==> src/rtl/ptl_pkg.sv <==
package ptl_pkg;

    // ****************************************************************
    // Packet description
    // ****************************************************************
    typedef enum logic [3:0] {
        K_CFG_RD    = 4'h0,
        K_CFG_WR    = 4'h1,
        K_MEM_RD    = 4'h2,
        K_MEM_RD_LK = 4'h3,
        K_MEM_WR    = 4'h4,
        K_IO_RD     = 4'h5,
        K_IO_WR     = 4'h6,
        K_MSG       = 4'h7,
        K_CPL       = 4'h8,
        K_CPLD      = 4'h9
    } ptl_kind_t;

    // One beat carries the whole header and at most one dword of data.
    typedef struct packed {
        ptl_kind_t   kind;
        logic        hdr4;
        logic [63:0] addr;
        logic [10:0] len;
        logic [15:0] rid;
        logic [7:0]  tag;
        logic [1:0]  attr;
        logic [2:0]  tc;
        logic        td;
        logic [2:0]  status;
        logic [7:0]  code;
        logic [31:0] data;
    } ptl_tlp_t;

    typedef enum logic [1:0] {
        D_CFG = 2'h0,
        D_CSR = 2'h1,
        D_MSG = 2'h2
    } ptl_dest_t;

    typedef enum logic [3:0] {
        S_IDLE   = 4'h1,
        S_CHECK  = 4'h2,
        S_CLIENT = 4'h4,
        S_CPL    = 4'h8
    } ptl_state_t;

    // ****************************************************************
    // Constants
    // ****************************************************************
    localparam logic [2:0]  CPL_SC          = 3'h0;
    localparam logic [2:0]  CPL_UR          = 3'h1;
    localparam logic [2:0]  CPL_CRS         = 3'h2;
    localparam logic [3:0]  DEV_TYPE_NATIVE = 4'h0;
    localparam logic [2:0]  TC_ZERO         = 3'h0;
    localparam int          DW_BYTES        = 4;
    localparam int          MPS_SMALL_BYTES = 128;
    localparam int          MPS_LARGE_BYTES = 256;
    localparam int          MAX_RD_BYTES    = 4096;
    localparam logic [10:0] MPS_SMALL_DW    = 11'(MPS_SMALL_BYTES / DW_BYTES);
    localparam logic [10:0] MPS_LARGE_DW    = 11'(MPS_LARGE_BYTES / DW_BYTES);
    localparam logic [10:0] MAX_RD_DW       = 11'(MAX_RD_BYTES / DW_BYTES);
    localparam logic [10:0] DW_PER_CREDIT_M1 = 11'h003;
    localparam int          FC_PH           = 0;
    localparam int          FC_PD           = 1;
    localparam int          FC_NPH          = 2;
    localparam int          FC_NPD          = 3;
    localparam int          FC_CPLH         = 4;
    localparam int          FC_CPLD         = 5;
    localparam int          FC_N            = 6;
    localparam logic [9:0]  HDR_CREDIT_DEF  = 10'h008;
    localparam logic [9:0]  DATA_CREDIT_DEF = 10'h040;
    localparam logic [9:0]  ONE_CREDIT      = 10'h001;

endpackage

==> src/rtl/ptl_link_if.sv <==
`timescale 1ns/1ns
interface ptl_link_if
    import ptl_pkg::*;
();
    logic     dn_valid;
    logic     dn_ready;
    ptl_tlp_t dn_tlp;
    logic     up_valid;
    logic     up_ready;
    ptl_tlp_t up_tlp;

    modport dev (
        input  dn_valid,
        output dn_ready,
        input  dn_tlp,
        output up_valid,
        input  up_ready,
        output up_tlp
    );

    modport host (
        output dn_valid,
        input  dn_ready,
        output dn_tlp,
        input  up_valid,
        output up_ready,
        input  up_tlp
    );
endinterface

==> src/rtl/ptl_dev_end.sv <==
`timescale 1ns/1ns
module ptl_dev_end
    import ptl_pkg::*;
#(
    parameter logic [9:0]  HDR_CREDITS  = HDR_CREDIT_DEF,
    parameter logic [9:0]  DATA_CREDITS = DATA_CREDIT_DEF,
    // Arbitrary value; the bus number is not known to this block.
    parameter logic [15:0] OWN_ID       = 16'h0100
)(
    input  wire logic        core_clk,
    input  wire logic        rst_b,
    ptl_link_if.dev          lnk,
    input  wire logic        nvm_done,
    input  wire logic        nvm_mps_256,
    input  wire logic        cfg_mps_256,
    output logic [3:0]       dev_port_type,
    output logic             cli_valid,
    input  wire logic        cli_ack,
    output ptl_dest_t        cli_dest,
    output ptl_kind_t        cli_kind,
    output logic [63:0]      cli_addr,
    output logic [31:0]      cli_wdata,
    input  wire logic [31:0] cli_rdata,
    input  wire logic        dma_rd_valid,
    output logic             dma_rd_ready,
    input  wire logic [63:0] dma_rd_addr,
    input  wire logic [10:0] dma_rd_len,
    input  wire logic [7:0]  dma_rd_tag,
    output logic             dma_cpl_valid,
    output logic [7:0]       dma_cpl_tag,
    output logic [31:0]      dma_cpl_data
);

    // ****************************************************************
    // State
    // ****************************************************************
    ptl_state_t  state, next_state;
    ptl_tlp_t    hold, next_hold;
    ptl_tlp_t    up_tlp, next_up_tlp;
    logic        up_valid, next_up_valid;
    logic        dn_ready, next_dn_ready;
    logic [9:0]  fc_avail [FC_N];
    logic [9:0]  next_fc_avail [FC_N];
    logic [9:0]  held [FC_N];
    logic [9:0]  next_held [FC_N];
    logic [9:0]  need [FC_N];
    logic [9:0]  take [FC_N];
    logic [9:0]  give [FC_N];
    logic [2:0]  cpl_status, next_cpl_status;
    logic [31:0] cpl_data, next_cpl_data;
    logic        cpl_has_data, next_cpl_has_data;
    logic        next_cli_valid, next_dma_rd_ready, next_dma_cpl_valid;
    ptl_dest_t   next_cli_dest;
    ptl_kind_t   next_cli_kind;
    logic [63:0] next_cli_addr;
    logic [31:0] next_cli_wdata, next_dma_cpl_data;
    logic [7:0]  next_dma_cpl_tag;
    logic [3:0]  next_dev_port_type;
    logic [1:0]  done_sync, mps_sync;
    logic        fits, over, bad_fmt, bad_len, is_cfg, is_read, is_posted, is_mem;
    logic        has_payload;
    logic [10:0] mps_dw;

    assign lnk.dn_ready = dn_ready;
    assign lnk.up_valid = up_valid;
    assign lnk.up_tlp   = up_tlp;

    // Credits needed per class; data credits are 16-byte units.
    function automatic logic [9:0] fc_need(input ptl_tlp_t t, input int cls);
        logic [9:0] dc;
        dc = 10'((t.len + DW_PER_CREDIT_M1) >> 2);
        fc_need = '0;
        case (t.kind)
            K_CFG_RD, K_MEM_RD, K_IO_RD, K_MEM_RD_LK: begin
                if (cls == FC_NPH) fc_need = ONE_CREDIT;
            end
            K_CFG_WR, K_IO_WR: begin
                if (cls == FC_NPH) fc_need = ONE_CREDIT;
                if (cls == FC_NPD) fc_need = dc;
            end
            K_MEM_WR: begin
                if (cls == FC_PH) fc_need = ONE_CREDIT;
                if (cls == FC_PD) fc_need = dc;
            end
            K_MSG: begin
                if (cls == FC_PH) fc_need = ONE_CREDIT;
            end
            K_CPL, K_CPLD: begin
                if (cls == FC_CPLH) fc_need = ONE_CREDIT;
                if (cls == FC_CPLD && t.kind == K_CPLD) fc_need = dc;
            end
            default: fc_need = '0;
        endcase
    endfunction

    // ****************************************************************
    // Next-state logic
    // ****************************************************************
    always_comb begin
        next_state         = state;
        next_hold          = hold;
        next_up_valid      = up_valid;
        next_up_tlp        = up_tlp;
        next_cpl_status    = cpl_status;
        next_cpl_data      = cpl_data;
        next_cpl_has_data  = cpl_has_data;
        next_cli_valid     = cli_valid;
        next_cli_dest      = cli_dest;
        next_cli_kind      = cli_kind;
        next_cli_addr      = cli_addr;
        next_cli_wdata     = cli_wdata;
        next_dma_cpl_valid = 1'b0;
        next_dma_cpl_tag   = dma_cpl_tag;
        next_dma_cpl_data  = dma_cpl_data;
        next_dev_port_type = dev_port_type;
        // Supported size comes from NVM, the one in force from config space.
        mps_dw      = (mps_sync[1] && cfg_mps_256) ? MPS_LARGE_DW : MPS_SMALL_DW;
        is_cfg      = hold.kind == K_CFG_RD || hold.kind == K_CFG_WR;
        is_read     = hold.kind == K_CFG_RD || hold.kind == K_MEM_RD || hold.kind == K_IO_RD;
        is_posted   = hold.kind == K_MEM_WR || hold.kind == K_MSG;
        is_mem      = hold.kind == K_MEM_RD || hold.kind == K_MEM_RD_LK
                      || hold.kind == K_MEM_WR;
        has_payload = hold.kind == K_MEM_WR || hold.kind == K_CPLD
                      || hold.kind == K_CFG_WR || hold.kind == K_IO_WR;
        bad_fmt     = is_mem && (hold.hdr4 != (|hold.addr[63:32]));
        bad_len     = has_payload && (hold.len > mps_dw);
        fits        = 1'b1;
        over        = 1'b0;
        for (int i = 0; i < FC_N; i++) begin
            need[i]      = fc_need(hold, i);
            take[i]      = '0;
            give[i]      = '0;
            next_held[i] = held[i];
            if (need[i] > fc_avail[i]) fits = 1'b0;
            if (need[i] > ((i % 2 == 0) ? HDR_CREDITS : DATA_CREDITS)) over = 1'b1;
        end
        if (up_valid && lnk.up_ready) next_up_valid = 1'b0;

        case (state)
            S_IDLE: begin
                if (lnk.dn_valid && dn_ready) begin
                    next_hold  = lnk.dn_tlp;
                    next_state = S_CHECK;
                end
            end
            S_CHECK: begin
                // The digest bit is neither checked nor acted on.
                if (bad_fmt || bad_len || over) begin
                    next_state = S_IDLE;
                end else if (fits) begin
                    take      = need;
                    next_held = need;
                    next_state = S_CLIENT;
                    next_cli_valid = 1'b1;
                    next_cli_kind  = hold.kind;
                    next_cli_addr  = hold.addr;
                    next_cli_wdata = hold.data;
                    next_cli_dest  = is_cfg ? D_CFG : D_CSR;
                    next_cpl_has_data = is_read;
                    if (hold.kind == K_CPL || hold.kind == K_CPLD) begin
                        next_cli_valid     = 1'b0;
                        next_dma_cpl_valid = 1'b1;
                        next_dma_cpl_tag   = hold.tag;
                        next_dma_cpl_data  = hold.data;
                        give       = need;
                        next_state = S_IDLE;
                    end else if (is_posted && hold.tc != TC_ZERO) begin
                        next_cli_valid = 1'b0;
                        give       = need;
                        next_state = S_IDLE;
                    end else if (hold.kind == K_MSG) begin
                        next_cli_dest  = D_MSG;
                        next_cli_wdata = {24'h000000, hold.code};
                    end else if (is_cfg && !done_sync[1]) begin
                        next_cli_valid    = 1'b0;
                        next_cpl_status   = CPL_CRS;
                        next_cpl_has_data = 1'b0;
                        next_state        = S_CPL;
                    end else if (hold.kind == K_MEM_RD_LK || hold.tc != TC_ZERO
                                 || (is_read && hold.len > MAX_RD_DW)) begin
                        next_cli_valid    = 1'b0;
                        next_cpl_status   = CPL_UR;
                        next_cpl_has_data = 1'b0;
                        next_state        = S_CPL;
                    end
                end
            end
            S_CLIENT: begin
                if (cli_ack) begin
                    next_cli_valid = 1'b0;
                    if (is_posted) begin
                        give       = held;
                        next_state = S_IDLE;
                    end else begin
                        next_cpl_status = CPL_SC;
                        next_cpl_data   = cli_rdata;
                        next_state      = S_CPL;
                    end
                end
            end
            S_CPL: begin
                if (!up_valid) begin
                    next_up_valid      = 1'b1;
                    next_up_tlp        = '0;
                    next_up_tlp.kind   = cpl_has_data ? K_CPLD : K_CPL;
                    next_up_tlp.len    = cpl_has_data ? 11'h001 : 11'h000;
                    next_up_tlp.rid    = hold.rid;
                    next_up_tlp.tag    = hold.tag;
                    next_up_tlp.attr   = hold.attr;
                    next_up_tlp.status = cpl_status;
                    next_up_tlp.data   = cpl_data;
                    give       = held;
                    next_state = S_IDLE;
                end
            end
            default: next_state = S_IDLE;
        endcase

        // Reads longer than 4 KB or empty are taken and dropped, never sent.
        if (dma_rd_valid && dma_rd_ready && dma_rd_len != 11'h000
            && dma_rd_len <= MAX_RD_DW) begin
            next_up_valid      = 1'b1;
            next_up_tlp        = '0;
            next_up_tlp.kind   = K_MEM_RD;
            next_up_tlp.hdr4   = |dma_rd_addr[63:32];
            next_up_tlp.addr   = dma_rd_addr;
            next_up_tlp.len    = dma_rd_len;
            next_up_tlp.rid    = OWN_ID;
            next_up_tlp.tag    = dma_rd_tag;
        end
        for (int i = 0; i < FC_N; i++) begin
            next_fc_avail[i] = fc_avail[i] - take[i] + give[i];
        end
        // Keeping the DMA slot shut while a completion waits avoids a clash.
        next_dma_rd_ready = !next_up_valid && next_state != S_CPL;
        next_dn_ready     = next_state == S_IDLE;
    end

    // ****************************************************************
    // Registers
    // ****************************************************************
    always_ff @(posedge core_clk or negedge rst_b) begin
        if (!rst_b) begin
            state         <= S_IDLE;
            hold          <= '0;
            up_valid      <= 1'b0;
            up_tlp        <= '0;
            dn_ready      <= 1'b0;
            cpl_status    <= CPL_SC;
            cpl_data      <= '0;
            cpl_has_data  <= 1'b0;
            cli_valid     <= 1'b0;
            cli_dest      <= D_CFG;
            cli_kind      <= K_CFG_RD;
            cli_addr      <= '0;
            cli_wdata     <= '0;
            dma_rd_ready  <= 1'b0;
            dma_cpl_valid <= 1'b0;
            dma_cpl_tag   <= '0;
            dma_cpl_data  <= '0;
            dev_port_type <= DEV_TYPE_NATIVE;
            done_sync     <= '0;
            mps_sync      <= '0;
            for (int i = 0; i < FC_N; i++) begin
                fc_avail[i] <= (i % 2 == 0) ? HDR_CREDITS : DATA_CREDITS;
                held[i]     <= '0;
            end
        end else begin
            state         <= next_state;
            hold          <= next_hold;
            up_valid      <= next_up_valid;
            up_tlp        <= next_up_tlp;
            dn_ready      <= next_dn_ready;
            cpl_status    <= next_cpl_status;
            cpl_data      <= next_cpl_data;
            cpl_has_data  <= next_cpl_has_data;
            cli_valid     <= next_cli_valid;
            cli_dest      <= next_cli_dest;
            cli_kind      <= next_cli_kind;
            cli_addr      <= next_cli_addr;
            cli_wdata     <= next_cli_wdata;
            dma_rd_ready  <= next_dma_rd_ready;
            dma_cpl_valid <= next_dma_cpl_valid;
            dma_cpl_tag   <= next_dma_cpl_tag;
            dma_cpl_data  <= next_dma_cpl_data;
            dev_port_type <= next_dev_port_type;
            done_sync     <= {done_sync[0], nvm_done};
            mps_sync      <= {mps_sync[0], nvm_mps_256};
            for (int i = 0; i < FC_N; i++) begin
                fc_avail[i] <= next_fc_avail[i];
                held[i]     <= next_held[i];
            end
        end
    end

endmodule

==> src/flat_wrapper.sv <==
// flat-port wrapper written by rule: the top's interface ports become plain ports
module ptl_dev_end_flat import ptl_pkg::*;
#(
    parameter logic [9:0]  HDR_CREDITS  = HDR_CREDIT_DEF,
    parameter logic [9:0]  DATA_CREDITS = DATA_CREDIT_DEF,
                                                                  
    parameter logic [15:0] OWN_ID       = 16'h0100
)
  (core_clk, rst_b, nvm_done, nvm_mps_256, cfg_mps_256, dev_port_type, cli_valid, cli_ack, cli_dest, cli_kind, cli_addr, cli_wdata, cli_rdata, dma_rd_valid, dma_rd_ready, dma_rd_addr, dma_rd_len, dma_rd_tag, dma_cpl_valid, dma_cpl_tag, dma_cpl_data, lnk_dn_valid, lnk_dn_ready, lnk_dn_tlp, lnk_up_valid, lnk_up_ready, lnk_up_tlp);
  ptl_link_if lnk_i ();
  input  wire logic core_clk;
  input  wire logic rst_b;
  input  wire logic nvm_done;
  input  wire logic nvm_mps_256;
  input  wire logic cfg_mps_256;
  output logic [3:0] dev_port_type;
  output logic cli_valid;
  input  wire logic cli_ack;
  output ptl_dest_t cli_dest;
  output ptl_kind_t cli_kind;
  output logic [63:0] cli_addr;
  output logic [31:0] cli_wdata;
  input  wire logic [31:0] cli_rdata;
  input  wire logic dma_rd_valid;
  output logic dma_rd_ready;
  input  wire logic [63:0] dma_rd_addr;
  input  wire logic [10:0] dma_rd_len;
  input  wire logic [7:0] dma_rd_tag;
  output logic dma_cpl_valid;
  output logic [7:0] dma_cpl_tag;
  output logic [31:0] dma_cpl_data;
  input wire logic [$bits(lnk_i.dn_valid)-1:0] lnk_dn_valid;
  output wire logic [$bits(lnk_i.dn_ready)-1:0] lnk_dn_ready;
  input wire logic [$bits(lnk_i.dn_tlp)-1:0] lnk_dn_tlp;
  output wire logic [$bits(lnk_i.up_valid)-1:0] lnk_up_valid;
  input wire logic [$bits(lnk_i.up_ready)-1:0] lnk_up_ready;
  output wire logic [$bits(lnk_i.up_tlp)-1:0] lnk_up_tlp;
  assign lnk_i.dn_valid = lnk_dn_valid;
  assign lnk_dn_ready = lnk_i.dn_ready;
  assign lnk_i.dn_tlp = lnk_dn_tlp;
  assign lnk_up_valid = lnk_i.up_valid;
  assign lnk_i.up_ready = lnk_up_ready;
  assign lnk_up_tlp = lnk_i.up_tlp;
  ptl_dev_end #(.HDR_CREDITS(HDR_CREDITS), .DATA_CREDITS(DATA_CREDITS), .OWN_ID(OWN_ID)) u_core (.core_clk(core_clk), .rst_b(rst_b), .lnk(lnk_i), .nvm_done(nvm_done), .nvm_mps_256(nvm_mps_256), .cfg_mps_256(cfg_mps_256), .dev_port_type(dev_port_type), .cli_valid(cli_valid), .cli_ack(cli_ack), .cli_dest(cli_dest), .cli_kind(cli_kind), .cli_addr(cli_addr), .cli_wdata(cli_wdata), .cli_rdata(cli_rdata), .dma_rd_valid(dma_rd_valid), .dma_rd_ready(dma_rd_ready), .dma_rd_addr(dma_rd_addr), .dma_rd_len(dma_rd_len), .dma_rd_tag(dma_rd_tag), .dma_cpl_valid(dma_cpl_valid), .dma_cpl_tag(dma_cpl_tag), .dma_cpl_data(dma_cpl_data));
endmodule
==> config.mk <==
export PLATFORM = sky130hd
export DESIGN_NAME = ptl_dev_end_flat
export DESIGN_NICKNAME = d
export VERILOG_FILES = /design/src/rtl/ptl_pkg.sv /design/src/rtl/ptl_link_if.sv /design/src/rtl/ptl_dev_end.sv /design/src/flat_wrapper.sv
export SDC_FILE = /design/constraint.sdc
export NUM_CORES = 1
export LEC_CHECK = 0
export BUFFER_PORTS_ARGS = -buffer_cell sky130_fd_sc_hd__buf_2
export CAP_MARGIN = 5
export CORE_MARGIN = 2
export CORE_UTILIZATION = 51
export CTS_BUF_LIST = sky130_fd_sc_hd__clkbuf_8
export DETAILED_ROUTE_END_ITERATION = 7
export HOLD_SLACK_MARGIN = 0.12
export PLACE_DENSITY = 0.79
export REMOVE_ABC_BUFFERS = 1
export SLEW_MARGIN = 5
export SYNTH_ARGS = -nofsm -noshare
export SYNTH_HDL_FRONTEND = slang
export SYNTH_SLANG_ARGS = --single-unit
==> constraint.sdc <==
create_clock -name core_clk -period 5.32 [get_ports core_clk]
set_clock_uncertainty 0.05 [all_clocks]
set_input_delay 1.064 -clock core_clk [delete_from_list [all_inputs] [get_ports core_clk]]
set_output_delay 1.064 -clock core_clk [all_outputs]
set_load 0.02 [all_outputs]
==> results of run 1 <==
-- cells in the final DEF (no fill, tap or decap), drive strengths merged, types with 5 or more instances in the layout --
| master | instances |
|---|---|
| and2 | 13 |
| fa | 30 |
| mux2i | 17 |
| nand4 | 11 |
| nor2b | 10 |
| nand3 | 7 |
| inv | 184 |
| nor4 | 22 |
| nor2 | 65 |
| or3 | 5 |
| buf | 703 |
| nor3 | 22 |
| xor2 | 27 |
| o31a | 5 |
| a22oi | 5 |
| dfstp | 7 |
| ha | 102 |
| xnor2 | 34 |
| dfrtp | 561 |
| clkinv | 6 |
| conb | 27 |
| nand2b | 9 |
| o21ai | 144 |
| diode | 9 |
| bufinv | 5 |
| clkbuf | 125 |
| nand2 | 373 |
| mux2 | 284 |
| a21o | 33 |
| a21oi | 107 |
| o21bai | 14 |
| or2 | 7 |
-- critical path, delay by kind of cell, from the launching register on --
kind	cells	cell delay (ns)
AND/OR/NAND/NOR	6	0.83
buffers and inverters	4	0.63
adder cells (fa/ha/maj)	3	1.03
AO/OA/AOI/OAI	11	1.97
XOR/XNOR	2	0.32
flip-flops	1	0.42
-- metal layers --
metal  GRT usage, %  vias to the layer above  part of all wire (%)
met5              0                        -                  0.14
li1               -                     8906                     -
met4           15.8                       16                   5.3
met2           47.4                      676                    50
met1           31.9                     9690                    38
met3           7.22                      194                   6.8
-- worst max path at each step --
stage | from | slack (ns) | end | depth (start not counted)
2_1_floorplan | u_core.hold[150]$_DFFE_PN0P_ | -4.05 | u_core.fc_avail[18]$_DFF_PN0_ | 26
5_1_grt | u_core.hold[77]$_DFFE_PN0P_ | -0.22 | u_core.fc_avail[28]$_DFF_PN0_ | 24
3_3_place_gp | u_core.hold[73]$_DFFE_PN0P_ | -0.22 | u_core.fc_avail[29]$_DFF_PN0_ | 25
3_5_place_dp | u_core.hold[73]$_DFFE_PN0P_ | -0.34 | u_core.fc_avail[29]$_DFF_PN0_ | 25
4_1_cts | u_core.hold[73]$_DFFE_PN0P_ | 0.002 | u_core.fc_avail[18]$_DFF_PN0_ | 28
6_report | u_core.hold[77]$_DFFE_PN0P_ | -0.02 | u_core.fc_avail[29]$_DFF_PN0_ | 26
-- where the power goes --
part           switching (mW)  internal (mW)  total, mW  leakage, nW
sequential              0.999           6.05       7.04         7.10
clock                    1.79           2.35       4.14         1.19
combinational            4.60           3.89       8.48         8.63
total                    7.39           12.3       19.7         16.9
-- flip-flops by register name, summed over array words and instances (netlist names), 2 cells and up --
signal and flops:
u_core.cpl_data 32, u_core.cli_kind 4, u_core.done_sync 2, u_core.cli_dest 2, u_core.held 30, u_core.cli_wdata 32, u_core.state 4, u_core.cli_addr 64
u_core.dma_cpl_data 32, u_core.mps_sync 2, u_core.fc_avail 60, u_core.lnk.up_tlp 139, u_core.dma_cpl_tag 8, u_core.cpl_status 2, u_core.hold 149
-- area by class of cell --
| cell class | count | area (µm²) | share of cell area, % |
|---|---|---|---|
| Antenna cell | 9 | 22.5 | 0.0689 |
| Inverter | 147 | 557 | 1.70 |
| Clock buffer | 125 | 1720 | 5.26 |
| Tap cell | 672 | 841 | 2.57 |
| Sequential cell | 568 | 14200 | 43.5 |
| Multi-Input combinational cell | 1423 | 11000 | 33.5 |
| Timing Repair Buffer | 703 | 4030 | 12.3 |
| Clock inverter | 51 | 359 | 1.10 |
-- metrics by stage --
stage / total power [mW] / utilization (%) / TNS (ns) / instance area (µm²)
finish: 19.7 / 65.5 / -0.0178 / 32700
global route: 21.0 / 65.4 / -1.55 / 32700
CTS: 19.4 / 64.5 / 0 / 32200
detailed placement: 15.0 / 60.0 / -2.48 / 30000
global placement: 14.5 / 60.0 / -1.31 / 30000
floorplan: 12.2 / - / -885.69 / 25200
-- cell families after synthesis --
family,after synthesis,share of synthesized area [%]
multiplexers,301,13.7
buffers and inverters,272,4.45
AND/OR/NAND/NOR,559,9.39
flip-flops,568,55.4
XOR/XNOR,61,2.11
AO/OA/AOI/OAI,343,7.71
other,2,0.0292
adder cells (fa/ha/maj),132,7.30
-- timing repair --
item                       in CTS  in global routing
pin swaps                      20                 66
setup endpoints to repair      15                 22
setup buffers                  10                  7
resized for setup              32                 94
==> impl_metrics.py, run 1 <==
metrics = {
    "floorplanning": {
        "ioPinCount": 581,
        "rows": 82,
        "die_height_um": 228,
        "core_area_um2": 50000,
        "start_util_pct": 51.4,
        "die_area_um2": 52200,
        "die_w_um": 228,
    },
    "cts": {
        "cts_root_buffer": "clkbuf_8",
        "clk_pin_slew_ns": 0.06,
        "htree_levels": 3,
        "cts_buffers": 97,
        "clock_latency_ns": 0.69,
        "hold_buffers": 0,
        "numClockSinks": 568,
        "clock_tree.buffer_depth": 3,
        "cts_tree": "yes",
    },
    "run_status": {
        "status": "complete, but fails checks",
        "violations": "setup timing",
    },
    "drt": {
        "post_drt_wl_per_cell_um": 19.7,
        "drt.antenna.violating_nets": 0,
        "viasPerCell": 5.27,
        "drc": 0,
        "firstDrtPassIters": 5,
        "drt_iter0_drc": 1006,
        "wirelength_um": 72900,
        "num_vias": 19500,
    },
    "critical_path": {
        "worst_r2r_endpoint": "u_core.fc_avail[29]$_DFF_PN0_",
        "setup.worst_path.end_class": "register",
        "crit_arrival_ns": 5.87,
        "path_class": "reg2reg",
        "reg2reg_slack_ns": -0.02,
        "ff2ff_path_depth": 26,
        "cpMaxStageDelayCell": "fa_1",
        "worstPathRequired_ns": 5.85,
        "r2r_start": "u_core.hold[77]$_DFFE_PN0P_",
        "path_max_fanout": 7,
        "cp_slowest_stage_delay_ns": 0.56,
        "start_kind": "register",
    },
    "sta": {
        "slew_headroom_pct": 29.2,
        "hold_slack_ns": 0.298,
        "rsz0062_at_grt": "true",
        "max_freq_mhz": 187,
        "slew_viol_final": 0,
        "period_minus_slack_ns": 5.34,
        "fin_ws_ns": -0.0178,
        "hold_violations": 0,
        "setup_violations": 1,
        "tightest_slew_ns": 1.06,
        "fin_crit_sh_pct": 100,
    },
    "synthesis": {
        "synth_edf_count": 0,
        "synth_ff_type": "dfrtp_1",
        "ys_seq_area_share_pct": 55.4,
        "ys_ff_latch": 568,
        "yosys-top-cells-count": "dfrtp_1 (561), nand2_1 (373), mux2_2 (247)",
        "syn-mean-instance-area_um2": 11.5,
        "synth_area_leaders": "dfrtp_1 (55%), mux2_2 (11%), nand2_1 (5.4%)",
        "yosysMostFrequentCell": "dfrtp_1",
        "yosysWarnings": 0,
        "synth_cells": 2238,
        "netlist_area_um2": 25700,
        "synthDistinctLibCells": 64,
        "synth_top_area_share_pct": 54.6,
        "async_flop_share_pct": 100,
        "yosys.area.top_type": "dfrtp_1",
    },
    "hold_path": {
        "hold_end": "u_core.mps_sync[1]$_DFF_PN0_",
        "hold_depth": 0,
        "hp-start": "u_core.mps_sync[0]$_DFF_PN0_",
        "hold_path_class": "reg2reg",
    },
    "place": {
        "dp_hpwl_um": 52700,
        "io_buffer_count": 558,
        "dp.cells": 3496,
        "place_congestion": 1.00,
        "pre_cts_slack_ns": -0.335,
    },
    "finish": {
        "nets": 3349,
        "area_growth_syn_to_layout_pct": 27.3,
        "drive_gt1_share_pct": 41.2,
        "n_fill_cell": 3850,
        "fin_cells": 3698,
    },
    "global_routing": {
        "grt_util_all_layers_pct": 27.8,
        "antenna_found_initial": 17,
        "grt_pass1_vias": 20600,
        "grt_first_pass_wirelength_um": 113000,
        "grt_overflow_total": 0,
        "grt_max_degree": 118,
    },
    "power": {
        "pwr_density_cell_nw_per_um2": 602,
        "p_leak_nw": 16.9,
        "worst_ir_drop_vdd_mv": 0.468,
    },
    "flow_run": {
        "maxCapViolCount": 0,
    },
}
Note: power is estimated with default switching activity, not from simulation.
==> run 2, diff against run 1 <==
Settings changed: ABC_CLOCK_PERIOD_IN_PS from default to 5320, PLACE_DENSITY 0.79 to default, PLACE_DENSITY_LB_ADDON from default to 0.2.
==> run 2 against run 1 <==
Against the previous run:
- the flow still finishes with violations (setup timing)
- non-clock buffer count grew 13
- core utilization increased by 0.16 points
- clock power shrank 5.1%
- largest cell class unchanged
==> impl_metrics.py, run 2 (synthesized netlist as in run 1, its figures left out) <==
metrics = {
    "critical_path": {
        "crit_arrival_ns": 5.87,
        "path_max_fanout": 4,
        "r2r_start": "u_core.hold[75]$_DFFE_PN0P_",
        "start_kind": "register",
        "path_class": "reg2reg",
        "reg2reg_slack_ns": -0.004,
        "ff2ff_path_depth": 26,
        "worst_r2r_endpoint": "u_core.fc_avail[29]$_DFF_PN0_",
        "worstPathRequired_ns": 5.86,
        "setup.worst_path.end_class": "register",
    },
    "global_routing": {
        "grt_overflow_total": 0,
        "grt_pass1_vias": 19800,
        "grt_max_degree": 138,
        "antenna_found_initial": 24,
        "grt_util_all_layers_pct": 26.3,
        "grt_first_pass_wirelength_um": 108000,
    },
    "cts": {
        "htree_levels": 3,
        "clk_pin_slew_ns": 0.07,
        "cts_buffers": 95,
        "cts_root_buffer": "clkbuf_8",
        "clock_latency_ns": 0.69,
        "numClockSinks": 568,
        "clock_tree.buffer_depth": 3,
        "cts_tree": "yes",
    },
    "finish": {
        "n_fill_cell": 3910,
        "top_regs": "u_core.hold x149, u_core.lnk.up_tlp x139, u_core.cli_addr x64",
        "final_cell_mix": "dfrtp_1 (561), buf_2 (557), nand2_1 (372)",
        "nets": 3360,
        "top_register": "u_core.hold",
        "largest_reg_flops": 149,
        "drive_gt1_share_pct": 41.6,
        "area_growth_syn_to_layout_pct": 27.6,
        "multi_input_area_um2": 11100,
        "layout.cells.most_common": "dfrtp_1",
        "final-seq-area_um2": 14200,
    },
    "drt": {
        "viasPerCell": 5.16,
        "post_drt_wl_per_cell_um": 18.7,
        "drt.antenna.violating_nets": 0,
        "wirelength_um": 69300,
        "num_vias": 19200,
        "drc": 0,
        "drt_iter0_drc": 949,
        "firstDrtPassIters": 5,
    },
    "hold_path": {
        "hp-start": "u_core.mps_sync[0]$_DFF_PN0_",
        "hold_path_class": "reg2reg",
        "hold_end": "u_core.mps_sync[1]$_DFF_PN0_",
        "hold_depth": 0,
    },
    "sta": {
        "fin_crit_sh_pct": 100,
        "hold_violations": 0,
        "setup_violations": 1,
        "max_freq_mhz": 188,
        "rsz0062_at_grt": "true",
        "period_minus_slack_ns": 5.32,
        "setup_tns_ns": -0.00423,
        "slew_viol_final": 0,
        "fin_ws_ns": -0.00423,
        "tightest_slew_ns": 1.05,
        "slew_headroom_pct": 29.7,
    },
    "floorplanning": {
        "rows": 82,
        "die_w_um": 228,
        "ioPinCount": 581,
        "core_area_um2": 50000,
        "die_area_um2": 52200,
        "die_height_um": 228,
        "start_util_pct": 51.4,
    },
    "run_status": {
        "violations": "setup timing",
        "status": "complete, but fails checks",
    },
    "place": {
        "dp_hpwl_um": 48900,
        "io_buffer_count": 558,
        "place_congestion": 0.958,
    },
    "flow_run": {
        "maxCapViolCount": 0,
    },
    "power": {
        "p_leak_nw": 17.0,
        "pwr_density_cell_nw_per_um2": 598,
        "worst_ir_drop_vdd_mv": 0.326,
        "total_power_mw": 19.6,
    },
}
[run 2: cell types whose count changed in the layout (fill, tap and decap cells not counted), sizes merged]
cell | before | now
diode | 9 | 18
bufinv | 5 | 2
clkinv | 6 | 11
buf | 703 | 716
clkbuf | 125 | 122
clkinvlp | 3 | 0
[run 2: power breakdown]
| part | internal [mW] | switching, mW | total [mW] |
|---|---|---|---|
| combinational | 4.04 | 4.66 | 8.70 |
| clock | 2.16 | 1.77 | 3.93 |
| sequential | 6.04 | 0.948 | 6.99 |
[run 2: metrics by stage]
step | utilization [%] | instance area [µm²] | worst slack, ns | hold slack (ns) | cells
detailed placement | 59.7 | 29800 | -0.527 | 0.289 | 3486
finish | 65.6 | 32800 | -0.00423 | 0.299 | 3716
CTS | 64.6 | 32300 | -0.0106 | 0.303 | 3687
global placement | 59.7 | 29800 | -0.375 | 0.288 | 3486
global route | 65.6 | 32800 | -0.269 | 0.305 | 3710
floorplan | - | 25200 | -4.05 | 0.281 | 2138
[run 2: worst max path at each step]
stage	startpoint	end	slack (ns)	cells after the start
after floorplan	u_core.hold[150]$_DFFE_PN0P_	u_core.fc_avail[18]$_DFF_PN0_	-4.05	26
after global placement	u_core.hold[73]$_DFFE_PN0P_	u_core.fc_avail[29]$_DFF_PN0_	-0.38	25
after detailed placement	u_core.hold[76]$_DFFE_PN0P_	u_core.fc_avail[29]$_DFF_PN0_	-0.53	25
after CTS	u_core.hold[74]$_DFFE_PN0P_	u_core.fc_avail[45]$_DFF_PN0_	-0.01	29
after global routing	u_core.hold[73]$_DFFE_PN0P_	u_core.fc_avail[28]$_DFF_PN0_	-0.27	27
final	u_core.hold[75]$_DFFE_PN0P_	u_core.fc_avail[29]$_DFF_PN0_	-0.004	26
[run 2: routing by layer]
metal	share of wire (%)	GRT usage (%)	up-vias	wire length, µm
met1	39	30.8	9469	26800
li1	-	-	8924	-
met4	5.3	15.2	6	3670
met3	6.4	6.61	179	4410
met2	50	44.0	595	34400
met5	0.046	0	-	32
[run 2: final cells by class]
class | count | share of cell area (%)
antenna | 18 | 0.137
clock buffer | 122 | 5.12
clock inverter | 50 | 0.863
inverter | 147 | 1.68
multi-input combinational | 1423 | 33.7
sequential | 568 | 43.4
tap | 672 | 2.56
timing repair buffer | 716 | 12.5
[run 2: what timing repair did]
action                                  in CTS  in global routing
hold buffers                                 0                  0
gates resized for setup                     64                 79
endpoints found under the setup margin      21                 27
buffers inserted                            29                 16
pin swaps                                   27                 76
[run 2: critical path, stage by stage, from the launching register on]
cell and delay (ns):
dfrtp_1 0.41, o211ai_4 0.14, buf_6 0.15, o31a_1 0.29, nor2_2 0.11, nor2_1 0.07, ha_1 0.31, nand4_1 0.17
nor2_1 0.18, a41oi_2 0.16, a21oi_2 0.17, o2111ai_2 0.16, a211o_4 0.39, buf_6 0.14, buf_6 0.13, nor3_4 0.18
fa_1 0.45, inv_2 0.09, ha_4 0.19, a21o_1 0.20, a21oi_2 0.21, o21bai_1 0.14, a21oi_2 0.22, o21ai_2 0.08
a21o_1 0.17, a21oi_2 0.13, xnor2_1 0.13
==> run 3, diff against run 2 <==
Settings changed: ABC_CLOCK_PERIOD_IN_PS 5320 to 6870, CELL_PAD_IN_SITES_DETAIL_PLACEMENT from default to 1, CELL_PAD_IN_SITES_GLOBAL_PLACEMENT from default to 2, CORE_UTILIZATION 51 to 39.
Clock period 5.32 ns to 6.87 ns, I/O delays scaled along.
==> run 3 against run 2 <==
Against the previous run:
- the flow now finishes without violations
- register-to-register slack improved by 0.63 ns
- combinational power fell by 34%
- worst setup slack improved by 0.63 ns
- first-iteration DRC count fell by 17%
==> impl_metrics.py, run 3 (synthesized netlist as in run 1, its figures left out) <==
metrics = {
    "power": {
        "p_comb_share_pct": 40.0,
        "power.switching_mw": 5.50,
        "p_sw_share_pct": 38.2,
        "total_power_mw": 14.4,
        "p_leak_nw": 16.2,
        "p_int_mw": 8.88,
        "pwr_density_cell_nw_per_um2": 457,
        "clkPwrFrac_pct": 22.0,
        "p_seq_share_pct": 38.0,
        "worst_ir_drop_vdd_mv": 0.265,
    },
    "sta": {
        "tightest_slew_ns": 1.01,
        "slew_headroom_pct": 32.5,
        "fin_crit_sh_pct": 90.9,
        "slew_viol_final": 0,
        "rsz0062_at_grt": "false",
        "setup_tns_ns": 0,
        "hold_violations": 0,
        "setup_violations": 0,
        "max_freq_mhz": 160,
        "period_minus_slack_ns": 6.24,
        "fin_ws_ns": 0.627,
    },
    "finish": {
        "nets": 3232,
        "drive_gt1_share_pct": 35.7,
        "top_regs": "u_core.hold x149, u_core.lnk.up_tlp x139, u_core.cli_addr x64",
        "area_growth_syn_to_layout_pct": 22.5,
        "largest_reg_flops": 149,
        "top_register": "u_core.hold",
        "final_cell_mix": "dfrtp_1 (561), buf_2 (557), nand2_1 (373)",
        "layout.cells.most_common": "dfrtp_1",
    },
    "floorplanning": {
        "die_height_um": 261,
        "ioPinCount": 581,
        "rows": 94,
        "die_area_um2": 67900,
        "core_area_um2": 65500,
        "die_w_um": 261,
        "start_util_pct": 39.2,
    },
    "critical_path": {
        "crit_arrival_ns": 6.77,
        "setup.worst_path.end_class": "register",
        "crit_top_cell": "a21oi_1",
        "crit_family": "compound AO/OA/AOI/OAI gates",
        "path_max_fanout": 45,
        "path_class": "reg2reg",
        "cp_slowest_stage_delay_ns": 0.53,
        "cpMaxStageDelayCell": "a211o_4",
        "path_buf_inv": 4,
        "start_kind": "register",
        "worstPathRequired_ns": 7.39,
    },
    "drt": {
        "drt.antenna.violating_nets": 0,
        "num_vias": 18600,
        "drc": 0,
        "wirelength_um": 74300,
        "drt_iter0_drc": 785,
        "firstDrtPassIters": 4,
        "viasPerCell": 4.94,
        "post_drt_wl_per_cell_um": 19.7,
    },
    "global_routing": {
        "grt_pass1_vias": 20400,
        "grt_overflow_total": 0,
        "grt_max_degree": 225,
        "grt_first_pass_wirelength_um": 116000,
        "grt_util_all_layers_pct": 21.7,
        "antenna_found_initial": 20,
    },
    "cts": {
        "cts_root_buffer": "clkbuf_8",
        "numClockSinks": 568,
        "cts_tree": "yes",
        "clock_tree.buffer_depth": 3,
        "clk_pin_slew_ns": 0.06,
        "cts_buffers": 101,
        "clock_latency_ns": 0.70,
        "htree_levels": 3,
    },
    "place": {
        "dp_hpwl_um": 52700,
        "place_congestion": 0.840,
        "pre_cts_slack_ns": 0.272,
        "io_buffer_count": 558,
    },
    "hold_path": {
        "hold_path_class": "reg2reg",
    },
    "flow_run": {
        "maxCapViolCount": 0,
    },
    "run_status": {
        "status": "completed",
    },
}
==> run 3: cell types whose count changed in the layout (fill, tap and decap cells not counted), moves of 9 or more <==
cell     before  now
ha_1         93  102
nor3_4        9    0
a21oi_2      25    0
a21oi_1      80  107
nor3_1       11   20
o21ai_0     129  143
buf_4       143   17
diode_2      18    8
==> run 3: metal layers <==
metal  global-route usage [%]  vias up  share of wire [%]
met4                     6.14       18                2.0
met5                        0        -               0.15
met2                     36.8      460                 49
li1                         -     8654                  -
met3                     6.43      126                7.3
met1                     26.9     9361                 42
==> run 3: layout make-up <==
| class | instances | area, µm² |
|---|---|---|
| diodes | 8 | 20.0 |
| clock buffers | 126 | 1730 |
| clock inverters | 53 | 319 |
| fillers | 7241 | 34000 |
| inverters | 147 | 552 |
| multi-input cells | 1423 | 10500 |
| flip-flops and latches | 568 | 14200 |
| well taps | 864 | 1080 |
| repair buffers | 582 | 3060 |
==> run 3: path summary, 6_finish.rpt <==
kind	startpoint	end	slack [ns]	cells after the start
worst max-delay path	u_core.hold[73]$_DFFE_PN0P_	u_core.fc_avail[18]$_DFF_PN0_	0.63	28
worst min-delay path	u_core.mps_sync[0]$_DFF_PN0_	u_core.mps_sync[1]$_DFF_PN0_	0.31	0
worst max register to register	u_core.hold[73]$_DFFE_PN0P_	u_core.fc_avail[18]$_DFF_PN0_	0.63	28
worst min register to register	u_core.mps_sync[0]$_DFF_PN0_	u_core.mps_sync[1]$_DFF_PN0_	0.31	0
max in group asynchronous	rst_b	u_core.hold[88]$_DFFE_PN0P_	4.62	2
min in group asynchronous	rst_b	u_core.cli_addr[13]$_DFFE_PN0P_	0.72	1
==> run 3: power by group through the flow <==
stage,logic [mW],clock network [mW],registers [mW]
after floorplan,3.40,0,6.02
after global placement,5.57,0,5.42
after detailed placement,5.82,0,5.53
after CTS,5.85,3.30,5.48
after global routing,6.40,3.44,5.65
final,5.75,3.16,5.47
==> run 3: timing repair <==
item	CTS	global route
buffers inserted	0	0
hold buffers	0	0
resized for setup	0	5
setup endpoints to repair	0	4
==> run 3: metrics by stage <==
| step | hold slack (ns) | util (%) | instance area, µm² | cells |
|---|---|---|---|---|
| 2_1_floorplan | 0.281 | - | 25200 | 2138 |
| 3_3_place_gp | 0.289 | 44.8 | 29400 | 3584 |
| 3_5_place_dp | 0.293 | 44.8 | 29400 | 3584 |
| 4_1_cts | 0.307 | 48.0 | 31400 | 3763 |
| 5_1_grt | 0.317 | 48.0 | 31500 | 3765 |
| 6_report | 0.307 | 48.1 | 31500 | 3771 |
